`src/design/gsh_params.svh`:
```
/*
  constants of the gas sensor host interface: addresses, codes, timings.
  assumes a 50 MHz system clock and the includer owning the scope.
*/
// Behaviour
// - chip select high: act as I2C slave
// - strap pin at power-up sets address LSB
// - chip select low: SPI until power-on reset
// - one register map for both interfaces
// - I2C works up to 1 Mbit/s
// - detect START/STOP, acknowledge own 7-bit address
// - ignore 10-bit, general call, reset, ID
// - never master, no arbitration or sync
// - pointer advances after each data byte
// - code 1 first minute, else 0
// - code 2 first hour of lifetime
// - code 3 when outputs implausible
// - SPI samples rising edge, MSB first
`ifndef GSH_PARAMS_SVH
`define GSH_PARAMS_SVH
`define GSH_ADDR_HI 6'h29
`define GSH_STATUS_ADDR 8'h20
`define GSH_CLK_HZ 50000000
`define GSH_I2C_MAX_HZ 1000000
`define GSH_WARMUP_S 60
`define GSH_STARTUP_S 3600
`define GSH_UP_W 38
`define GSH_STRAP_WAIT 2'h2
`define GSH_BYTE_BITS 4'h8
`define GSH_VAL_OK 2'h0
`define GSH_VAL_WARM 2'h1
`define GSH_VAL_START 2'h2
`define GSH_VAL_BAD 2'h3
`endif

```
`src/design/gsh_pkg.sv`:
```
/*
  types of the gas sensor host interface: states and the state record.
  assumes gsh_params.svh on the include path.
*/
`include "gsh_params.svh"
package gsh_pkg;
  typedef enum logic [3:0] {
    S_IDLE = 4'h0,
    S_ADR = 4'h1,
    S_AACK = 4'h2,
    S_REG = 4'h3,
    S_RACK = 4'h4,
    S_WDAT = 4'h5,
    S_WACK = 4'h6,
    S_RDAT = 4'h7,
    S_MACK = 4'h8,
    S_SWR = 4'h9,
    S_SRD = 4'ha
  } gsh_state_t;
  typedef struct packed {
    logic scl1, scl2, scl3;
    logic sda1, sda2, sda3;
    logic cs1, cs2;
    logic ma1, ma2;
    logic [1:0] strap_cnt;
    logic strap_done;
    logic addr_lsb;
    logic first_life;
    logic spi_mode;
    gsh_state_t state;
    logic [3:0] cnt;
    logic [7:0] shreg;
    logic [7:0] obyte;
    logic rw;
    logic more;
    logic [7:0] ptr;
    logic [7:0] addr;
    logic [7:0] wdata;
    logic wr;
    logic rd;
    logic sda_oe;
    logic miso;
    logic miso_oe;
    logic [`GSH_UP_W-1:0] up;
    logic [1:0] validity;
    logic start_done;
  } gsh_regs_t;
endpackage : gsh_pkg
```
`src/design/gsh_host_if.sv`:
```
/*
  host front end of the gas sensor: shared-pin I2C/SPI slave, register
  port with auto-increment, validity code generator.
  assumes the register map sits outside on the same clock and answers
  reg_rdata_in combinationally for reg_addr_out while reg_rd_out is high.
*/
`timescale 1ns/100ps
`include "gsh_params.svh"
module gsh_host_if #(
  parameter logic [`GSH_UP_W-1:0] WARMUP_CYC =
    `GSH_UP_W'(64'(`GSH_WARMUP_S) * 64'(`GSH_CLK_HZ)),
  parameter logic [`GSH_UP_W-1:0] STARTUP_CYC =
    `GSH_UP_W'(64'(`GSH_STARTUP_S) * 64'(`GSH_CLK_HZ))
) (
  input wire logic sys_clk_in, // system clock
  input wire logic rst_n_in, // power-on reset
  input wire logic sclk_in, // shared scl / spi clock pin
  input wire logic sda_mosi_in, // shared sda / mosi pin
  input wire logic chip_select_low_in, // chip select pin
  input wire logic miso_addr_in, // miso / address strap pin
  input wire logic first_life_in, // never completed start-up
  input wire logic signals_bad_in, // outputs implausible
  input wire logic [7:0] reg_rdata_in, // register map read data
  output logic sda_oe_out, // pull sda low
  output logic miso_out, // spi data out
  output logic miso_oe_out, // drive miso pin
  output logic [7:0] reg_addr_out, // register address
  output logic [7:0] reg_wdata_out, // register write data
  output logic reg_wr_out, // write strobe
  output logic reg_rd_out, // read strobe
  output logic [1:0] validity_out, // validity code
  output logic start_done_out, // start-up complete
  output logic spi_mode_out // spi selected
);

  gsh_pkg::gsh_regs_t s_r;
  gsh_pkg::gsh_regs_t s_nxt;
  logic rise;
  logic fall;
  logic start_c;
  logic stop_c;
  logic spi;
  logic [7:0] inb;
  logic [7:0] rsel;
  logic [6:0] my_addr;

  // bus events from the synchronised pins
  assign rise = s_r.scl2 & ~s_r.scl3;
  assign fall = ~s_r.scl2 & s_r.scl3;
  assign start_c = s_r.scl2 & s_r.scl3 & ~s_r.sda2 & s_r.sda3;
  assign stop_c = s_r.scl2 & s_r.scl3 & s_r.sda2 & ~s_r.sda3;
  assign spi = s_r.spi_mode | (s_r.strap_done & ~s_r.cs2);
  assign inb = {s_r.shreg[6:0], s_r.sda2};
  assign my_addr = {`GSH_ADDR_HI, s_r.addr_lsb};
  // status lives inside, all else from the shared map
  assign rsel = (s_r.addr == `GSH_STATUS_ADDR) ? {6'h00, s_r.validity}
    : reg_rdata_in;

  // next state
  always_comb
  begin
    s_nxt = s_r;
    s_nxt.wr = 1'b0;
    s_nxt.rd = 1'b0;
    // two-flop synchronisers, oversampled far above 1 MHz
    s_nxt.scl1 = sclk_in;
    s_nxt.scl2 = s_r.scl1;
    s_nxt.scl3 = s_r.scl2;
    s_nxt.sda1 = sda_mosi_in;
    s_nxt.sda2 = s_r.sda1;
    s_nxt.sda3 = s_r.sda2;
    s_nxt.cs1 = chip_select_low_in;
    s_nxt.cs2 = s_r.cs1;
    s_nxt.ma1 = miso_addr_in;
    s_nxt.ma2 = s_r.ma1;
    // catch straps once the synchronisers have settled
    if (!s_r.strap_done)
    begin
      s_nxt.strap_cnt = s_r.strap_cnt + 2'h1;
      if (s_r.strap_cnt == `GSH_STRAP_WAIT)
      begin
        s_nxt.strap_done = 1'b1;
        s_nxt.addr_lsb = s_r.ma2;
        s_nxt.first_life = first_life_in;
      end
    end
    // uptime counter, saturating
    if (s_r.up != '1)
    begin
      s_nxt.up = s_r.up + `GSH_UP_W'(1);
    end
    // validity code, worst condition first
    if (signals_bad_in)
    begin
      s_nxt.validity = `GSH_VAL_BAD;
    end
    else if (s_r.first_life && s_r.up < STARTUP_CYC)
    begin
      s_nxt.validity = `GSH_VAL_START;
    end
    else if (s_r.up < WARMUP_CYC)
    begin
      s_nxt.validity = `GSH_VAL_WARM;
    end
    else
    begin
      s_nxt.validity = `GSH_VAL_OK;
    end
    s_nxt.start_done = s_r.first_life && s_r.up >= STARTUP_CYC;
    // sticky mode selection
    if (s_r.strap_done && !s_r.cs2)
    begin
      s_nxt.spi_mode = 1'b1;
    end
    s_nxt.miso_oe = spi & ~s_r.cs2;
    if (!s_r.strap_done)
    begin
      s_nxt.state = gsh_pkg::S_IDLE;
    end
    else if (spi)
    begin
      // spi slave, i2c traffic ignored
      s_nxt.sda_oe = 1'b0;
      // frame end, or first spi cycle: drop any i2c bit count left over
      if (s_r.cs2 || !s_r.spi_mode)
      begin
        s_nxt.state = gsh_pkg::S_IDLE;
        s_nxt.cnt = 4'h0;
      end
      else if (rise)
      begin
        s_nxt.shreg = inb;
        s_nxt.cnt = s_r.cnt + 4'h1;
        if (s_r.cnt == `GSH_BYTE_BITS - 4'h1)
        begin
          s_nxt.cnt = 4'h0;
          case (s_r.state)
            gsh_pkg::S_SWR:
            begin
              s_nxt.addr = s_r.ptr;
              s_nxt.wdata = inb;
              s_nxt.wr = 1'b1;
              s_nxt.ptr = s_r.ptr + 8'h01;
            end
            gsh_pkg::S_SRD:
            begin
              s_nxt.rd = 1'b1;
              s_nxt.addr = s_r.ptr;
            end
            default:
            begin
              // command byte: register address and direction
              s_nxt.ptr = {1'b0, inb[7:1]};
              if (inb[0])
              begin
                s_nxt.state = gsh_pkg::S_SRD;
                s_nxt.rd = 1'b1;
                s_nxt.addr = {1'b0, inb[7:1]};
              end
              else
              begin
                s_nxt.state = gsh_pkg::S_SWR;
              end
            end
          endcase
        end
      end
      else if (fall && s_r.state == gsh_pkg::S_SRD && s_r.cnt != 4'h0)
      begin
        s_nxt.miso = s_r.obyte[7];
        s_nxt.obyte = {s_r.obyte[6:0], 1'b0};
      end
    end
    else if (start_c)
    begin
      // i2c slave, start or repeated start
      s_nxt.state = gsh_pkg::S_ADR;
      s_nxt.cnt = 4'h0;
      s_nxt.sda_oe = 1'b0;
    end
    else if (stop_c)
    begin
      s_nxt.state = gsh_pkg::S_IDLE;
      s_nxt.sda_oe = 1'b0;
    end
    else if (rise)
    begin
      // sample on scl high
      case (s_r.state)
        gsh_pkg::S_ADR, gsh_pkg::S_REG, gsh_pkg::S_WDAT:
        begin
          s_nxt.shreg = inb;
          s_nxt.cnt = s_r.cnt + 4'h1;
        end
        gsh_pkg::S_RDAT:
        begin
          s_nxt.cnt = s_r.cnt + 4'h1;
        end
        gsh_pkg::S_MACK:
        begin
          s_nxt.more = ~s_r.sda2;
        end
        default:
        begin
          s_nxt.cnt = s_r.cnt;
        end
      endcase
    end
    else if (fall)
    begin
      // drive on scl low
      case (s_r.state)
        gsh_pkg::S_ADR:
        begin
          if (s_r.cnt == `GSH_BYTE_BITS)
          begin
            s_nxt.cnt = 4'h0;
            // own address only; general call, 10-bit ignored
            if (s_r.shreg[7:1] == my_addr)
            begin
              s_nxt.state = gsh_pkg::S_AACK;
              s_nxt.rw = s_r.shreg[0];
              s_nxt.sda_oe = 1'b1;
            end
            else
            begin
              s_nxt.state = gsh_pkg::S_IDLE;
            end
          end
        end
        gsh_pkg::S_REG:
        begin
          if (s_r.cnt == `GSH_BYTE_BITS)
          begin
            s_nxt.cnt = 4'h0;
            s_nxt.ptr = s_r.shreg;
            s_nxt.state = gsh_pkg::S_RACK;
            s_nxt.sda_oe = 1'b1;
          end
        end
        gsh_pkg::S_WDAT:
        begin
          if (s_r.cnt == `GSH_BYTE_BITS)
          begin
            s_nxt.cnt = 4'h0;
            s_nxt.addr = s_r.ptr;
            s_nxt.wdata = s_r.shreg;
            s_nxt.wr = 1'b1;
            s_nxt.ptr = s_r.ptr + 8'h01;
            s_nxt.state = gsh_pkg::S_WACK;
            s_nxt.sda_oe = 1'b1;
          end
        end
        gsh_pkg::S_AACK:
        begin
          s_nxt.sda_oe = 1'b0;
          if (s_r.rw)
          begin
            s_nxt.state = gsh_pkg::S_RDAT;
            s_nxt.rd = 1'b1;
            s_nxt.addr = s_r.ptr;
          end
          else
          begin
            s_nxt.state = gsh_pkg::S_REG;
          end
        end
        gsh_pkg::S_RACK, gsh_pkg::S_WACK:
        begin
          s_nxt.sda_oe = 1'b0;
          s_nxt.state = gsh_pkg::S_WDAT;
        end
        gsh_pkg::S_RDAT:
        begin
          if (s_r.cnt == `GSH_BYTE_BITS)
          begin
            s_nxt.cnt = 4'h0;
            s_nxt.sda_oe = 1'b0;
            s_nxt.state = gsh_pkg::S_MACK;
          end
          else
          begin
            s_nxt.sda_oe = ~s_r.obyte[7];
            s_nxt.obyte = {s_r.obyte[6:0], 1'b0};
          end
        end
        gsh_pkg::S_MACK:
        begin
          if (s_r.more)
          begin
            s_nxt.state = gsh_pkg::S_RDAT;
            s_nxt.rd = 1'b1;
            s_nxt.addr = s_r.ptr;
          end
          else
          begin
            s_nxt.state = gsh_pkg::S_IDLE;
          end
        end
        default:
        begin
          s_nxt.sda_oe = 1'b0;
        end
      endcase
    end
    // read fetch completes: load byte, present msb, advance
    if (s_r.rd)
    begin
      s_nxt.obyte = {rsel[6:0], 1'b0};
      s_nxt.ptr = s_r.ptr + 8'h01;
      if (spi)
      begin
        s_nxt.miso = rsel[7];
      end
      else
      begin
        s_nxt.sda_oe = ~rsel[7];
      end
    end
  end

  // state register
  always_ff @(posedge sys_clk_in)
  begin
    if (!rst_n_in)
    begin
      s_r <= '0;
      s_r.scl1 <= 1'b1;
      s_r.scl2 <= 1'b1;
      s_r.scl3 <= 1'b1;
      s_r.sda1 <= 1'b1;
      s_r.sda2 <= 1'b1;
      s_r.sda3 <= 1'b1;
      s_r.cs1 <= 1'b1;
      s_r.cs2 <= 1'b1;
    end
    else
    begin
      s_r <= s_nxt;
    end
  end

  // outputs straight from the state record
  assign sda_oe_out = s_r.sda_oe; // only pulls sda, no scl drive
  assign miso_out = s_r.miso;
  assign miso_oe_out = s_r.miso_oe;
  assign reg_addr_out = s_r.addr;
  assign reg_wdata_out = s_r.wdata;
  assign reg_wr_out = s_r.wr;
  assign reg_rd_out = s_r.rd;
  assign validity_out = s_r.validity;
  assign start_done_out = s_r.start_done;
  assign spi_mode_out = s_r.spi_mode;
endmodule : gsh_host_if

```
`config.mk`:
```
export PLATFORM = sky130hd
export DESIGN_NAME = gsh_host_if
export DESIGN_NICKNAME = d
export VERILOG_FILES = /design/src/design/gsh_pkg.sv /design/src/design/gsh_host_if.sv
export VERILOG_INCLUDE_DIRS = /design/src /design/src/design
export SDC_FILE = /design/constraint.sdc
export NUM_CORES = 1
export LEC_CHECK = 0
export ABC_AREA = 1
export BUFFER_PORTS_ARGS = -buffer_cell sky130_fd_sc_hd__buf_2
export CELL_PAD_IN_SITES_DETAIL_PLACEMENT = 1
export CELL_PAD_IN_SITES_GLOBAL_PLACEMENT = 1
export CORE_ASPECT_RATIO = 0.5
export CORE_UTILIZATION = 47
export CTS_CLUSTER_DIAMETER = 60
export DETAILED_ROUTE_END_ITERATION = 6
export PLACE_DENSITY = 0.95
export SETUP_SLACK_MARGIN = 0.02
export SYNTH_ARGS = -nofsm -noshare
export SYNTH_HDL_FRONTEND = slang
export SYNTH_SLANG_ARGS = --single-unit
export TNS_END_PERCENT = 50
```
`constraint.sdc`:
```
create_clock -name sys_clk_in -period 4.3 [get_ports sys_clk_in]
set_clock_uncertainty 0.15 [all_clocks]
set_input_delay 0 -clock sys_clk_in [delete_from_list [all_inputs] [get_ports sys_clk_in]]
set_output_delay 0 -clock sys_clk_in [all_outputs]
set_load 0.01 [all_outputs]
```
==> metrics.txt, run 1 <==
Worst EP required between 4 and 5 ns; met1 Track Usage GR between 30 and 40%; DR vias/cell around 5.7; syn_nets between 1000 and 1500; Worst VDD drop 0.186 mV; warnings from Yosys 0; FF+latch count, synth approximately 110; Port Buf Inserts 40; Final GP Congestion about 0.94; RSZ-0062 raised after global routing no; Int Power around 1.7 mW; largest net degree at the start of global routing 55; initial antenna violation count 1; critical path type flop to flop; mean area per synthesized cell 5.98 um^2; Nets ~1300; top post-synthesis cells by area dfxtp_1 (31%), nand2_1 (19%), nand3_1 (10%); clock slew at reported path FFs about 0.080 ns; I/O pin count 41; met2 GRT Util between 50% and 60%; Fin. Hold Viols 0; TNS Setup 0 ns; area delta synth->final 8.34%; crit path DAT about 2.8 ns; Remaining DRCs 0; Fillers approximately 2100; Placed Cells roughly 1400; Die Ht between 80 and 90 um; die area approximately 0.016 mm^2; post-cts sizing count 0; WL per Instance around 17 um; final slew viol count 0; Critical Path Sink Type flop; Design Area, Final 0.00787 mm^2; initial DRC count 513; worst min path class input pin to flop; Register Area ~0.0022 mm^2; Core Region 0.0148 mm^2; H-tree levels 3; Final ANT Viol Nets 0; multi-input logic area 0.00416 mm^2; Sequential Power Share between 40% and 50%; Yosys top cell area share between 30% and 40%; Die X 178 um; Vias between 8000 and 9000; root buf cell clkbuf_16; Leak between 3 and 4 nW; clock latency at the later pin of the worst-skew pair 0.36 ns; 1st-pass router iterations 6; post-synthesis sequential area ratio just over 30%; Design Power around 2.5 mW; Post-DP HPWL about 18000 um; Tcrit/Tclk final 61.9%; CTS Buffer Depth 2; crit-path max FO 37; Row Count 31; Initial Util 49.2%; CTS Sinks 111; CP startpoint kind flop; status completed; net switching power around 850 uW; Fmax about 380 MHz; CTS tree yes; post-synth cell types 39; Max-Cap Viols 0; share of layout cells above drive strength 1 a little under a tenth; fin cells ~1400; placement-stage cell area around 0.0074 mm^2; Final setup violation count 0; mapped cell area about 0.0073 mm^2; GR peak layer met2; clock power share between 30% and 40%; Post-Synthesis Cells approximately 1200; Min Clock Period, post-route approximately 2.7 ns; Power per Cell Area ~320 mW/mm^2; worst slew pin tran 0.990 ns; vias in the first global route roughly 8500; Logic pwr share between 20% and 30%; total congestion overflow 0; max_slew headroom 33.4%; WL final 24900 um; first-pass GRT wire length between 40000 and 50000 um; Total Routing Usage GR ~33%; leading area contributor after synthesis dfxtp_1; TritonCTS buffer count 9; GR Util met3 roughly 5.5%; Sw Ratio between 30% and 40%; Hold WS 0.212 ns
==> path summary, 6_finish.rpt <==
| kind | start | end | slack [ns] | depth (start not counted) |
|---|---|---|---|---|
| hold / removal | sda_mosi_in | s_nxt[107]$_SDFF_PN1_ | 0.21 | 3 |
| hold reg to reg | s_nxt[104]$_SDFF_PN1_ | s_r[104]$_SDFF_PN1_ | 0.27 | 1 |
| setup reg to reg | s_r[3]$_SDFFE_PN0P_ | s_r[34]$_SDFFE_PN0P_ | 1.64 | 9 |
| setup / recovery | s_r[3]$_SDFFE_PN0P_ | s_r[34]$_SDFFE_PN0P_ | 1.64 | 9 |
==> kinds of logic (layout without fill, tap and decap cells) <==
group                    Yosys count  in the layout  synth area share, %
AND/OR/NAND/NOR                  762            762                 45.6
buffers and inverters            202            227                 12.2
AO/OA/AOI/OAI                    124            124                 9.61
flip-flops                       111            111                 30.6
XOR/XNOR                          10             10                 1.21
adder cells (fa/ha/maj)            5              5                0.861
other                              0              1                    0
==> cell usage in the layout, fill, tap and decap left out, drive strengths merged <==
master and n:
o21ai 32, dfxtp 111, dlygate4sd3 15, a21oi 64, inv 154, nor4 1
o21a 2, xor2 7, diode 1, clkinv 5, nand3b 2, nand3 153
a31oi 9, o31ai 1, nor3 30, nand2 369, or2 10, a211oi 1
nor2 179, buf 43, clkbuf 10, o22ai 9, ha 5, o211ai 6
nand4 18, xnor2 3
==> state kept, by name (all words and copies together), names as in the netlist, 2 cells and up <==
signal,cells
inb,8
reg_addr_out,8
reg_wdata_out,8
s_nxt,5
s_r,72
validity_out,2
==> area by class of cell <==
cell class                      count  share of cell area [%]
Inverter                          153                    7.30
Timing Repair Buffer               58                    4.74
Multi-Input combinational cell    901                    52.8
Sequential cell                   111                    28.2
Antenna cell                        1                  0.0318
Clock inverter                      6                   0.795
Tap cell                          198                    3.15
Clock buffer                       10                    2.91
==> routing by layer <==
metal	routed length, um	vias up	part of all wire, %
met2	12100	265	48
met1	10800	3899	43
met5	0	-	0
li1	-	3890	-
met4	759	0	3.0
met3	1340	76	5.4
==> worst max-delay path, stage by stage (launching register included) <==
cell and delay (ns):
dfxtp_1 0.52, ha_1 0.39, nand3_1 0.23, inv_2 0.14
nand2_1 0.13, nor2_4 0.22, nand3_4 0.42, nand3_1 0.25
nand2_1 0.08, inv_1 0.07
==> what timing repair did <==
action	in CTS	in global routing
buffers inserted	0	0
hold buffers	15	0
endpoints found under the hold margin	24	0
==> through the flow <==
| step | setup WS (ns) | utilization [%] |
|---|---|---|
| after floorplan | 2.38 | - |
| after global routing | 1.45 | 53.3 |
| after global placement | 1.84 | 50.2 |
| after detailed placement | 1.67 | 50.2 |
| after CTS | 1.66 | 53.2 |
| final | 1.64 | 53.3 |
==> Yosys cell counts (all sizes together) <==
library cell	count
inv	150
or2	10
o211ai	6
xnor2	3
nand3b	2
a211oi	1
o22ai	9
nor2	179
nand3	153
nor3	30
dfxtp	111
nor4	1
nand2	369
o21a	2
xor2	7
clkbuf	15
o31ai	1
a21oi	64
clkinv	3
a31oi	9
ha	5
nand4	18
buf	34
o21ai	32
==> power groups by stage <==
stage	combinational [mW]	sequential, mW	clock, mW
6_report	0.513	1.14	0.860
5_1_grt	0.572	1.15	0.909
3_5_place_dp	0.490	1.16	0
3_3_place_gp	0.468	1.16	0
2_1_floorplan	0.405	1.14	0
4_1_cts	0.503	1.14	0.874
Note: power is estimated with default switching activity, not from simulation.
==> run 2: changes to the inputs <==
--- a/config.mk
+++ b/config.mk
@@ -6,15 +6,15 @@
 export SDC_FILE = /design/constraint.sdc
 export NUM_CORES = 1
 export LEC_CHECK = 0
-export ABC_AREA = 1
+export ABC_AREA = 0
 export BUFFER_PORTS_ARGS = -buffer_cell sky130_fd_sc_hd__buf_2
 export CELL_PAD_IN_SITES_DETAIL_PLACEMENT = 1
 export CELL_PAD_IN_SITES_GLOBAL_PLACEMENT = 1
 export CORE_ASPECT_RATIO = 0.5
-export CORE_UTILIZATION = 47
+export CORE_UTILIZATION = 45
 export CTS_CLUSTER_DIAMETER = 60
 export DETAILED_ROUTE_END_ITERATION = 6
-export PLACE_DENSITY = 0.95
+export PLACE_DENSITY = 0.88
 export SETUP_SLACK_MARGIN = 0.02
 export SYNTH_ARGS = -nofsm -noshare
 export SYNTH_HDL_FRONTEND = slang
==> constraint.sdc (replaced) <==
create_clock -name sys_clk_in -period 2.65 [get_ports sys_clk_in]
set_clock_uncertainty 0.15 [all_clocks]
set_input_delay 0 -clock sys_clk_in [delete_from_list [all_inputs] [get_ports sys_clk_in]]
set_output_delay 0 -clock sys_clk_in [all_outputs]
set_load 0.01 [all_outputs]
==> run 2 against run 1 <==
Non-clock buffer count rose by 37. Critical path depth down 3. Final area fell by 12%. Combinational power grew 29%. Global-route usage shrank 5.2 points. Clock power rose by 66%. First-iteration DRC count down 32%. Synthesized cell count is 36% lower. The flow now finishes with violations (design-rule violations). Sequential cell count stayed put. Wire length down 25%. Register-to-register slack got worse by 1.5 ns.
==> metrics.txt, run 2 <==
status complete, but fails checks; violated checks design-rule violations; I/O pin count about 40; Min Clock Period, post-route 2.53 ns; mapped cell area a little over 0.006 mm^2; warnings from Yosys 0; crit-path leading delay family simple AND/OR/NAND/NOR gates; GR Util met3 about 4.4%; Vias approximately 6000; Max-Cap Viols 0; most frequent cells in the layout dfxtp_1 (106), nor2_1 (89), nand2_1 (77); Row Count 29; Worst EP required approximately 2.8 ns; top post-synthesis cells by area dfxtp_1 (37%), nor2_1 (5.5%), nand2_1 (4.8%); first-pass GRT wire length 30900 um; Remaining DRCs 1; met1 Track Usage GR 33.9%; Tcrit/Tclk final 95.5%; Fin. Hold Viols 0; H-tree levels 3; Design Power 3.93 mW; worst slew pin tran between 0.6 and 0.7 ns; commonest non-fill, non-tap cell in the layout dfxtp_1; asr flop ratio synth 0%; Power per Cell Area ~570 mW/mm^2; share of layout cells above drive strength 1 roughly 15%; Yosys top cell area share 36.6%; CTS tree yes; CTS Buffer Depth 2; most frequent cell after synthesis dfxtp_1; crit-path max FO 4; CP bufs+invs 1; CP startpoint kind flop; Top FF cell, synth dfxtp_1; post-synthesis sequential area ratio a little over a third; area delta synth->final 14.0%; Core Region ~0.013 mm^2; Fmax ~400 MHz; Final GP Congestion about 0.93; clock latency at the later pin of the worst-skew pair ~0.36 ns; max reg flops 72; TritonCTS buffer count 9; GR peak layer met2; CP max stage delay ~0.54 ns; WL final about 19000 um; syn_nets slightly below 800; Finished Core Util 53.6%; final slew viol count 0; critical path type flop to flop; initial antenna violation count 0; Post-DP HPWL roughly 13000 um; Initial Util between 40% and 50%; Logic pwr share around 17%; EDFF count, synth 0; worst min path class input pin to flop; Int Power between 2 and 3 mW; Final ANT Viol Nets 0; Die Ht between 80 and 90 um; met2 GRT Util just under 50%; Worst VDD drop ~0.28 mV; Die X 166 um; Critical Path Sink Type flop; worst setup path start s_r[16]$_SDFFE_PN0P_; Sw Ratio between 20 and 30%; initial DRC count 347; max_slew headroom between 50% and 60%; Sequential Power Share 46.8%; DR vias/cell approximately 6.1; reg2reg start s_r[16]$_SDFFE_PN0P_; RSZ-0062 raised after global routing no; root buf cell clkbuf_16; Final setup violation count 0; top cells by count, synth dfxtp_1 (111), nor2_1 (89), nand2_1 (77); net switching power around 1.2 mW; CP max-delay cell or4_4; Leak about 2.4 nW; vias in the first global route between 6000 and 7000; FF+latch count, synth approximately 110; Port Buf Inserts 40; Cell Chain, Critical Path inv_1 -> or4_4 -> or3_1 -> or4_1 -> xnor2_1 -> and2_1; mean area per synthesized cell between 7 and 8 um^2; Nets between 800 and 900; Fillers ~1600; WL per Instance between 15 and 20 um; TNS Setup 0 ns; Total Routing Usage GR about 27%; die area ~0.014 mm^2; Biggest register s_r; clock power share between 30% and 40%; post-synth cell types between 60 and 70; leading area contributor after synthesis dfxtp_1; crit path DAT ~2.6 ns; clock slew at reported path FFs roughly 0.08 ns; 1st-pass router iterations 7; n_diodes 0; largest net degree at the start of global routing 33; CTS Sinks between 100 and 150; Post-Synthesis Cells 772; hold path start rst_n_in; total congestion overflow 0
==> run 2: changes by cell type after synthesis, sizes merged, moves of 19 or more <==
cell | previous run | this run
a22oi | 0 | 20
nor2 | 179 | 89
nand3 | 153 | 40
inv | 150 | 13
clkbuf | 15 | 42
nand2 | 369 | 77
a21oi | 64 | 43
a211oi | 1 | 20
xnor2 | 3 | 27
==> run 2: final cells by class <==
type | count | area (um^2) | area share, %
multi-input cells | 580 | 3470 | 50.2
flip-flops and latches | 111 | 2230 | 32.2
repair buffers | 95 | 646 | 9.33
clock buffers | 10 | 239 | 3.45
well taps | 170 | 213 | 3.07
clock inverters | 6 | 68.8 | 0.994
inverters | 14 | 52.6 | 0.759
==> run 2: final timing paths <==
path,to,slack [ns],cells past startpoint
hold reg to reg,s_nxt[109]$_SDFF_PN1_,0.27,1
setup reg to reg,s_r[34]$_SDFFE_PN0P_,0.12,6
setup / recovery,s_r[34]$_SDFFE_PN0P_,0.12,6
hold / removal,s_r[93]$_SDFFE_PN0P_,0.01,3
==> run 2: what timing repair did <==
item | 4_1_cts | 5_1_grt
setup endpoints to repair | 0 | 10
hold buffers | 13 | 0
buffers inserted | 0 | 0
resized for setup | 0 | 7
hold endpoints to repair | 15 | 0
==> run 2: power by group through the flow <==
stage | Combinational, mW | Clock [mW] | Sequential [mW]
6_report | 0.661 | 1.43 | 1.84
5_1_grt | 0.713 | 1.52 | 1.85
4_1_cts | 0.655 | 1.45 | 1.83
3_5_place_dp | 0.632 | 0 | 1.87
3_3_place_gp | 0.601 | 0 | 1.86
2_1_floorplan | 0.493 | 0 | 1.85
==> run 2: kinds of logic after synthesis <==
family                   share of synthesized area, %
AO/OA/AOI/OAI                                    18.9
XOR/XNOR                                         5.34
adder cells (fa/ha/maj)                          1.03
buffers and inverters                            6.31
flip-flops                                       36.6
multiplexers                                     1.69
AND/OR/NAND/NOR                                  30.1
==> run 2: layer usage <==
layer	routed length (um)	vias to the layer above	share of wire (%)
met1	8230	2959	44
met4	385	0	2.1
met2	9340	145	50
met3	789	40	4.2
li1	-	2860	-
met5	0	-	0
==> run 2: metrics by stage <==
step / hold WS, ns / instance area, um^2 / setup slack (ns) / cells
5_1_grt: 0.0367 / 6920 / 0.0250 / 986
3_5_place_dp: 0.0413 / 6470 / 0.0693 / 957
6_report: 0.0106 / 6920 / 0.118 / 986
2_1_floorplan: -0.0485 / 6070 / 0.137 / 772
3_3_place_gp: 0.0296 / 6470 / 0.153 / 957
4_1_cts: 0.0124 / 6910 / 0.0902 / 986
==> run 2: tightest hold or removal path, stage by stage <==
cell      delay [ns]
buf_2           0.13
nand2_1         0.27
a311oi_1        0.07
==> run 3: changes to the inputs <==
--- a/config.mk
+++ b/config.mk
@@ -8,10 +8,8 @@
 export LEC_CHECK = 0
 export ABC_AREA = 0
 export BUFFER_PORTS_ARGS = -buffer_cell sky130_fd_sc_hd__buf_2
-export CELL_PAD_IN_SITES_DETAIL_PLACEMENT = 1
-export CELL_PAD_IN_SITES_GLOBAL_PLACEMENT = 1
 export CORE_ASPECT_RATIO = 0.5
-export CORE_UTILIZATION = 45
+export CORE_UTILIZATION = 60
 export CTS_CLUSTER_DIAMETER = 60
 export DETAILED_ROUTE_END_ITERATION = 6
 export PLACE_DENSITY = 0.88
==> run 3 against run 2 <==
The flow now finishes without violations. Register-to-register slack worse by 0.02 ns. Critical path depth is the same. Utilization grew 18 points. Sequential power about the same. First-iteration DRC count rose by 72%. Final area shrank 1.0%. Cell count fell by 3.9%. Non-clock buffer count fell by 3. Die area shrank 25%. Sequential share of layout area rose by 0.25 points. Worst setup slack worse by 0.024 ns. Clock-buffer cell count rose by 1.
==> metrics.txt, run 3 (synthesis gave the netlist of run 2 again) <==
H-tree levels 3; WL final roughly 15000 um; TritonCTS buffer count 9; fin cells approximately 950; Initial Util a little over three fifths; Cell Chain, Critical Path nand3_2 -> or4_4 -> or3_1 -> or4_1 -> xnor2_1 -> and2_1; critical path type flop to flop; initial DRC count between 500 and 600; setup bufs post-CTS 0; n_diodes 0; CP max-delay cell or4_1; worst slew pin tran roughly 0.77 ns; Int Power 2.71 mW; commonest non-fill, non-tap cell in the layout dfxtp_1; Max-Cap Viols 0; RSZ-0062 raised after global routing no; Tcrit/Tclk final 96.4%; status completed; DR vias/cell roughly 6.3; CP startpoint kind flop; worst setup path start s_r[9]$_SDFFE_PN0P_; Post-DP HPWL 10500 um; Critical Path Sink Type flop; total congestion overflow 0; Leak ~2.4 nW; die area about 0.011 mm^2; CTS Sinks roughly 110; reg2reg start s_r[9]$_SDFFE_PN0P_; final slew viol count 0; Nets just over 800; CP max stage delay about 0.54 ns; share of layout cells above drive strength 1 between 10% and 20%; worst min path class input pin to flop; Design Power between 3 and 4 mW; Core Region about 0.0096 mm^2; Logic pwr share between 10% and 20%; 1st-pass router iterations 5; WL per Instance 16.0 um; Finished Core Util 71.1%; net switching power 1.06 mW; Port Buf Inserts 40; I/O pin count 41; Vias 5977; Sequential Power Share roughly half; TNS Setup 0 ns; crit-path leading delay family simple AND/OR/NAND/NOR gates; Min Clock Period, post-route ~2.6 ns; Row Count 25; Final ANT Viol Nets 0; placement-stage cell area 0.00641 mm^2; CTS Buffer Depth 2; Worst EP required around 2.7 ns; Placed Cells ~920; Total Routing Usage GR between 20% and 30%; crit path DAT roughly 2.7 ns; area delta synth->final 12.8%; Die X about 140 um; Sw Ratio roughly 28%; max_slew headroom 48.4%; root buf cell clkbuf_16; first-pass GRT wire length roughly 24000 um; Final setup violation count 0; Power per Cell Area between 500 and 600 mW/mm^2; Setup WS pre-CTS 0.120 ns; CTS tree yes; Hold WS between 0.04 and 0.05 ns; most frequent cells in the layout dfxtp_1 (111), nor2_1 (89), nand2_1 (77); Design Area, Final a little under 0.007 mm^2; largest net degree at the start of global routing 43; hold path start reg_rdata_in[1]; vias in the first global route roughly 5300; setup slack after layout around 0.095 ns; clock slew at reported path FFs roughly 0.070 ns; Biggest register s_r; Worst VDD drop around 0.37 mV; initial antenna violation count 0; clock power share between 30% and 40%; clock latency at the later pin of the worst-skew pair roughly 0.35 ns; Final GP Congestion 0.946; Fillers 771; max reg flops slightly above 70; Die Ht 73.1 um; crit-path max FO 6; Fmax 391 MHz; CP bufs+invs 0; Fin. Hold Viols 0; Remaining DRCs 0
run 3: changes by cell type in the layout (fill, tap and decap cells not counted), sizes merged:
cell,change
clkbuf,+1
bufinv,-1
clkinv,+2
dlygate4sd3,+1
clkinvlp,-2
buf,-4
run 3: path summary, 6_finish.rpt:
kind | endpoint | cells past startpoint | slack, ns
min reg2reg | inb[0]$_SDFF_PN1_ | 1 | 0.25
min | s_r[74]$_SDFFE_PN0P_ | 4 | 0.05
max reg2reg | s_r[34]$_SDFFE_PN0P_ | 6 | 0.09
max | s_r[34]$_SDFFE_PN0P_ | 6 | 0.09
run 3: cell type report:
class,count,area (um^2),share of cell area [%]
Clock inverter,5,31.3,0.457
Clock buffer,11,253,3.69
Sequential cell,111,2220,32.4
Timing Repair Buffer,92,638,9.32
Multi-Input combinational cell,580,3480,50.9
Inverter,14,52.6,0.767
Tap cell,135,169,2.47
run 3: power by group through the flow:
stage,combinational (mW),sequential (mW),clock (mW)
floorplan,0.493,1.85,0
global placement,0.588,1.86,0
detailed placement,0.605,1.87,0
CTS,0.625,1.83,1.32
global route,0.706,1.85,1.38
finish,0.636,1.83,1.29
run 3: routing by layer:
metal,wire [um],track usage (%)
met3,1040,5.71
met2,7170,50.3
met5,0,0
met1,6630,37.1
met4,280,10.3
run 3: timing repair:
action,in CTS,in global routing
endpoints found under the hold margin,30,0
hold buffers,14,0
resized for setup,0,3
setup endpoints to repair,0,12
run 3: worst reg2reg max path: stages (launching register included):
cell	delay, ns
dfxtp_1	0.41
nand3_2	0.12
or4_4	0.53
or3_1	0.42
or4_1	0.54
xnor2_1	0.13
and2_1	0.15
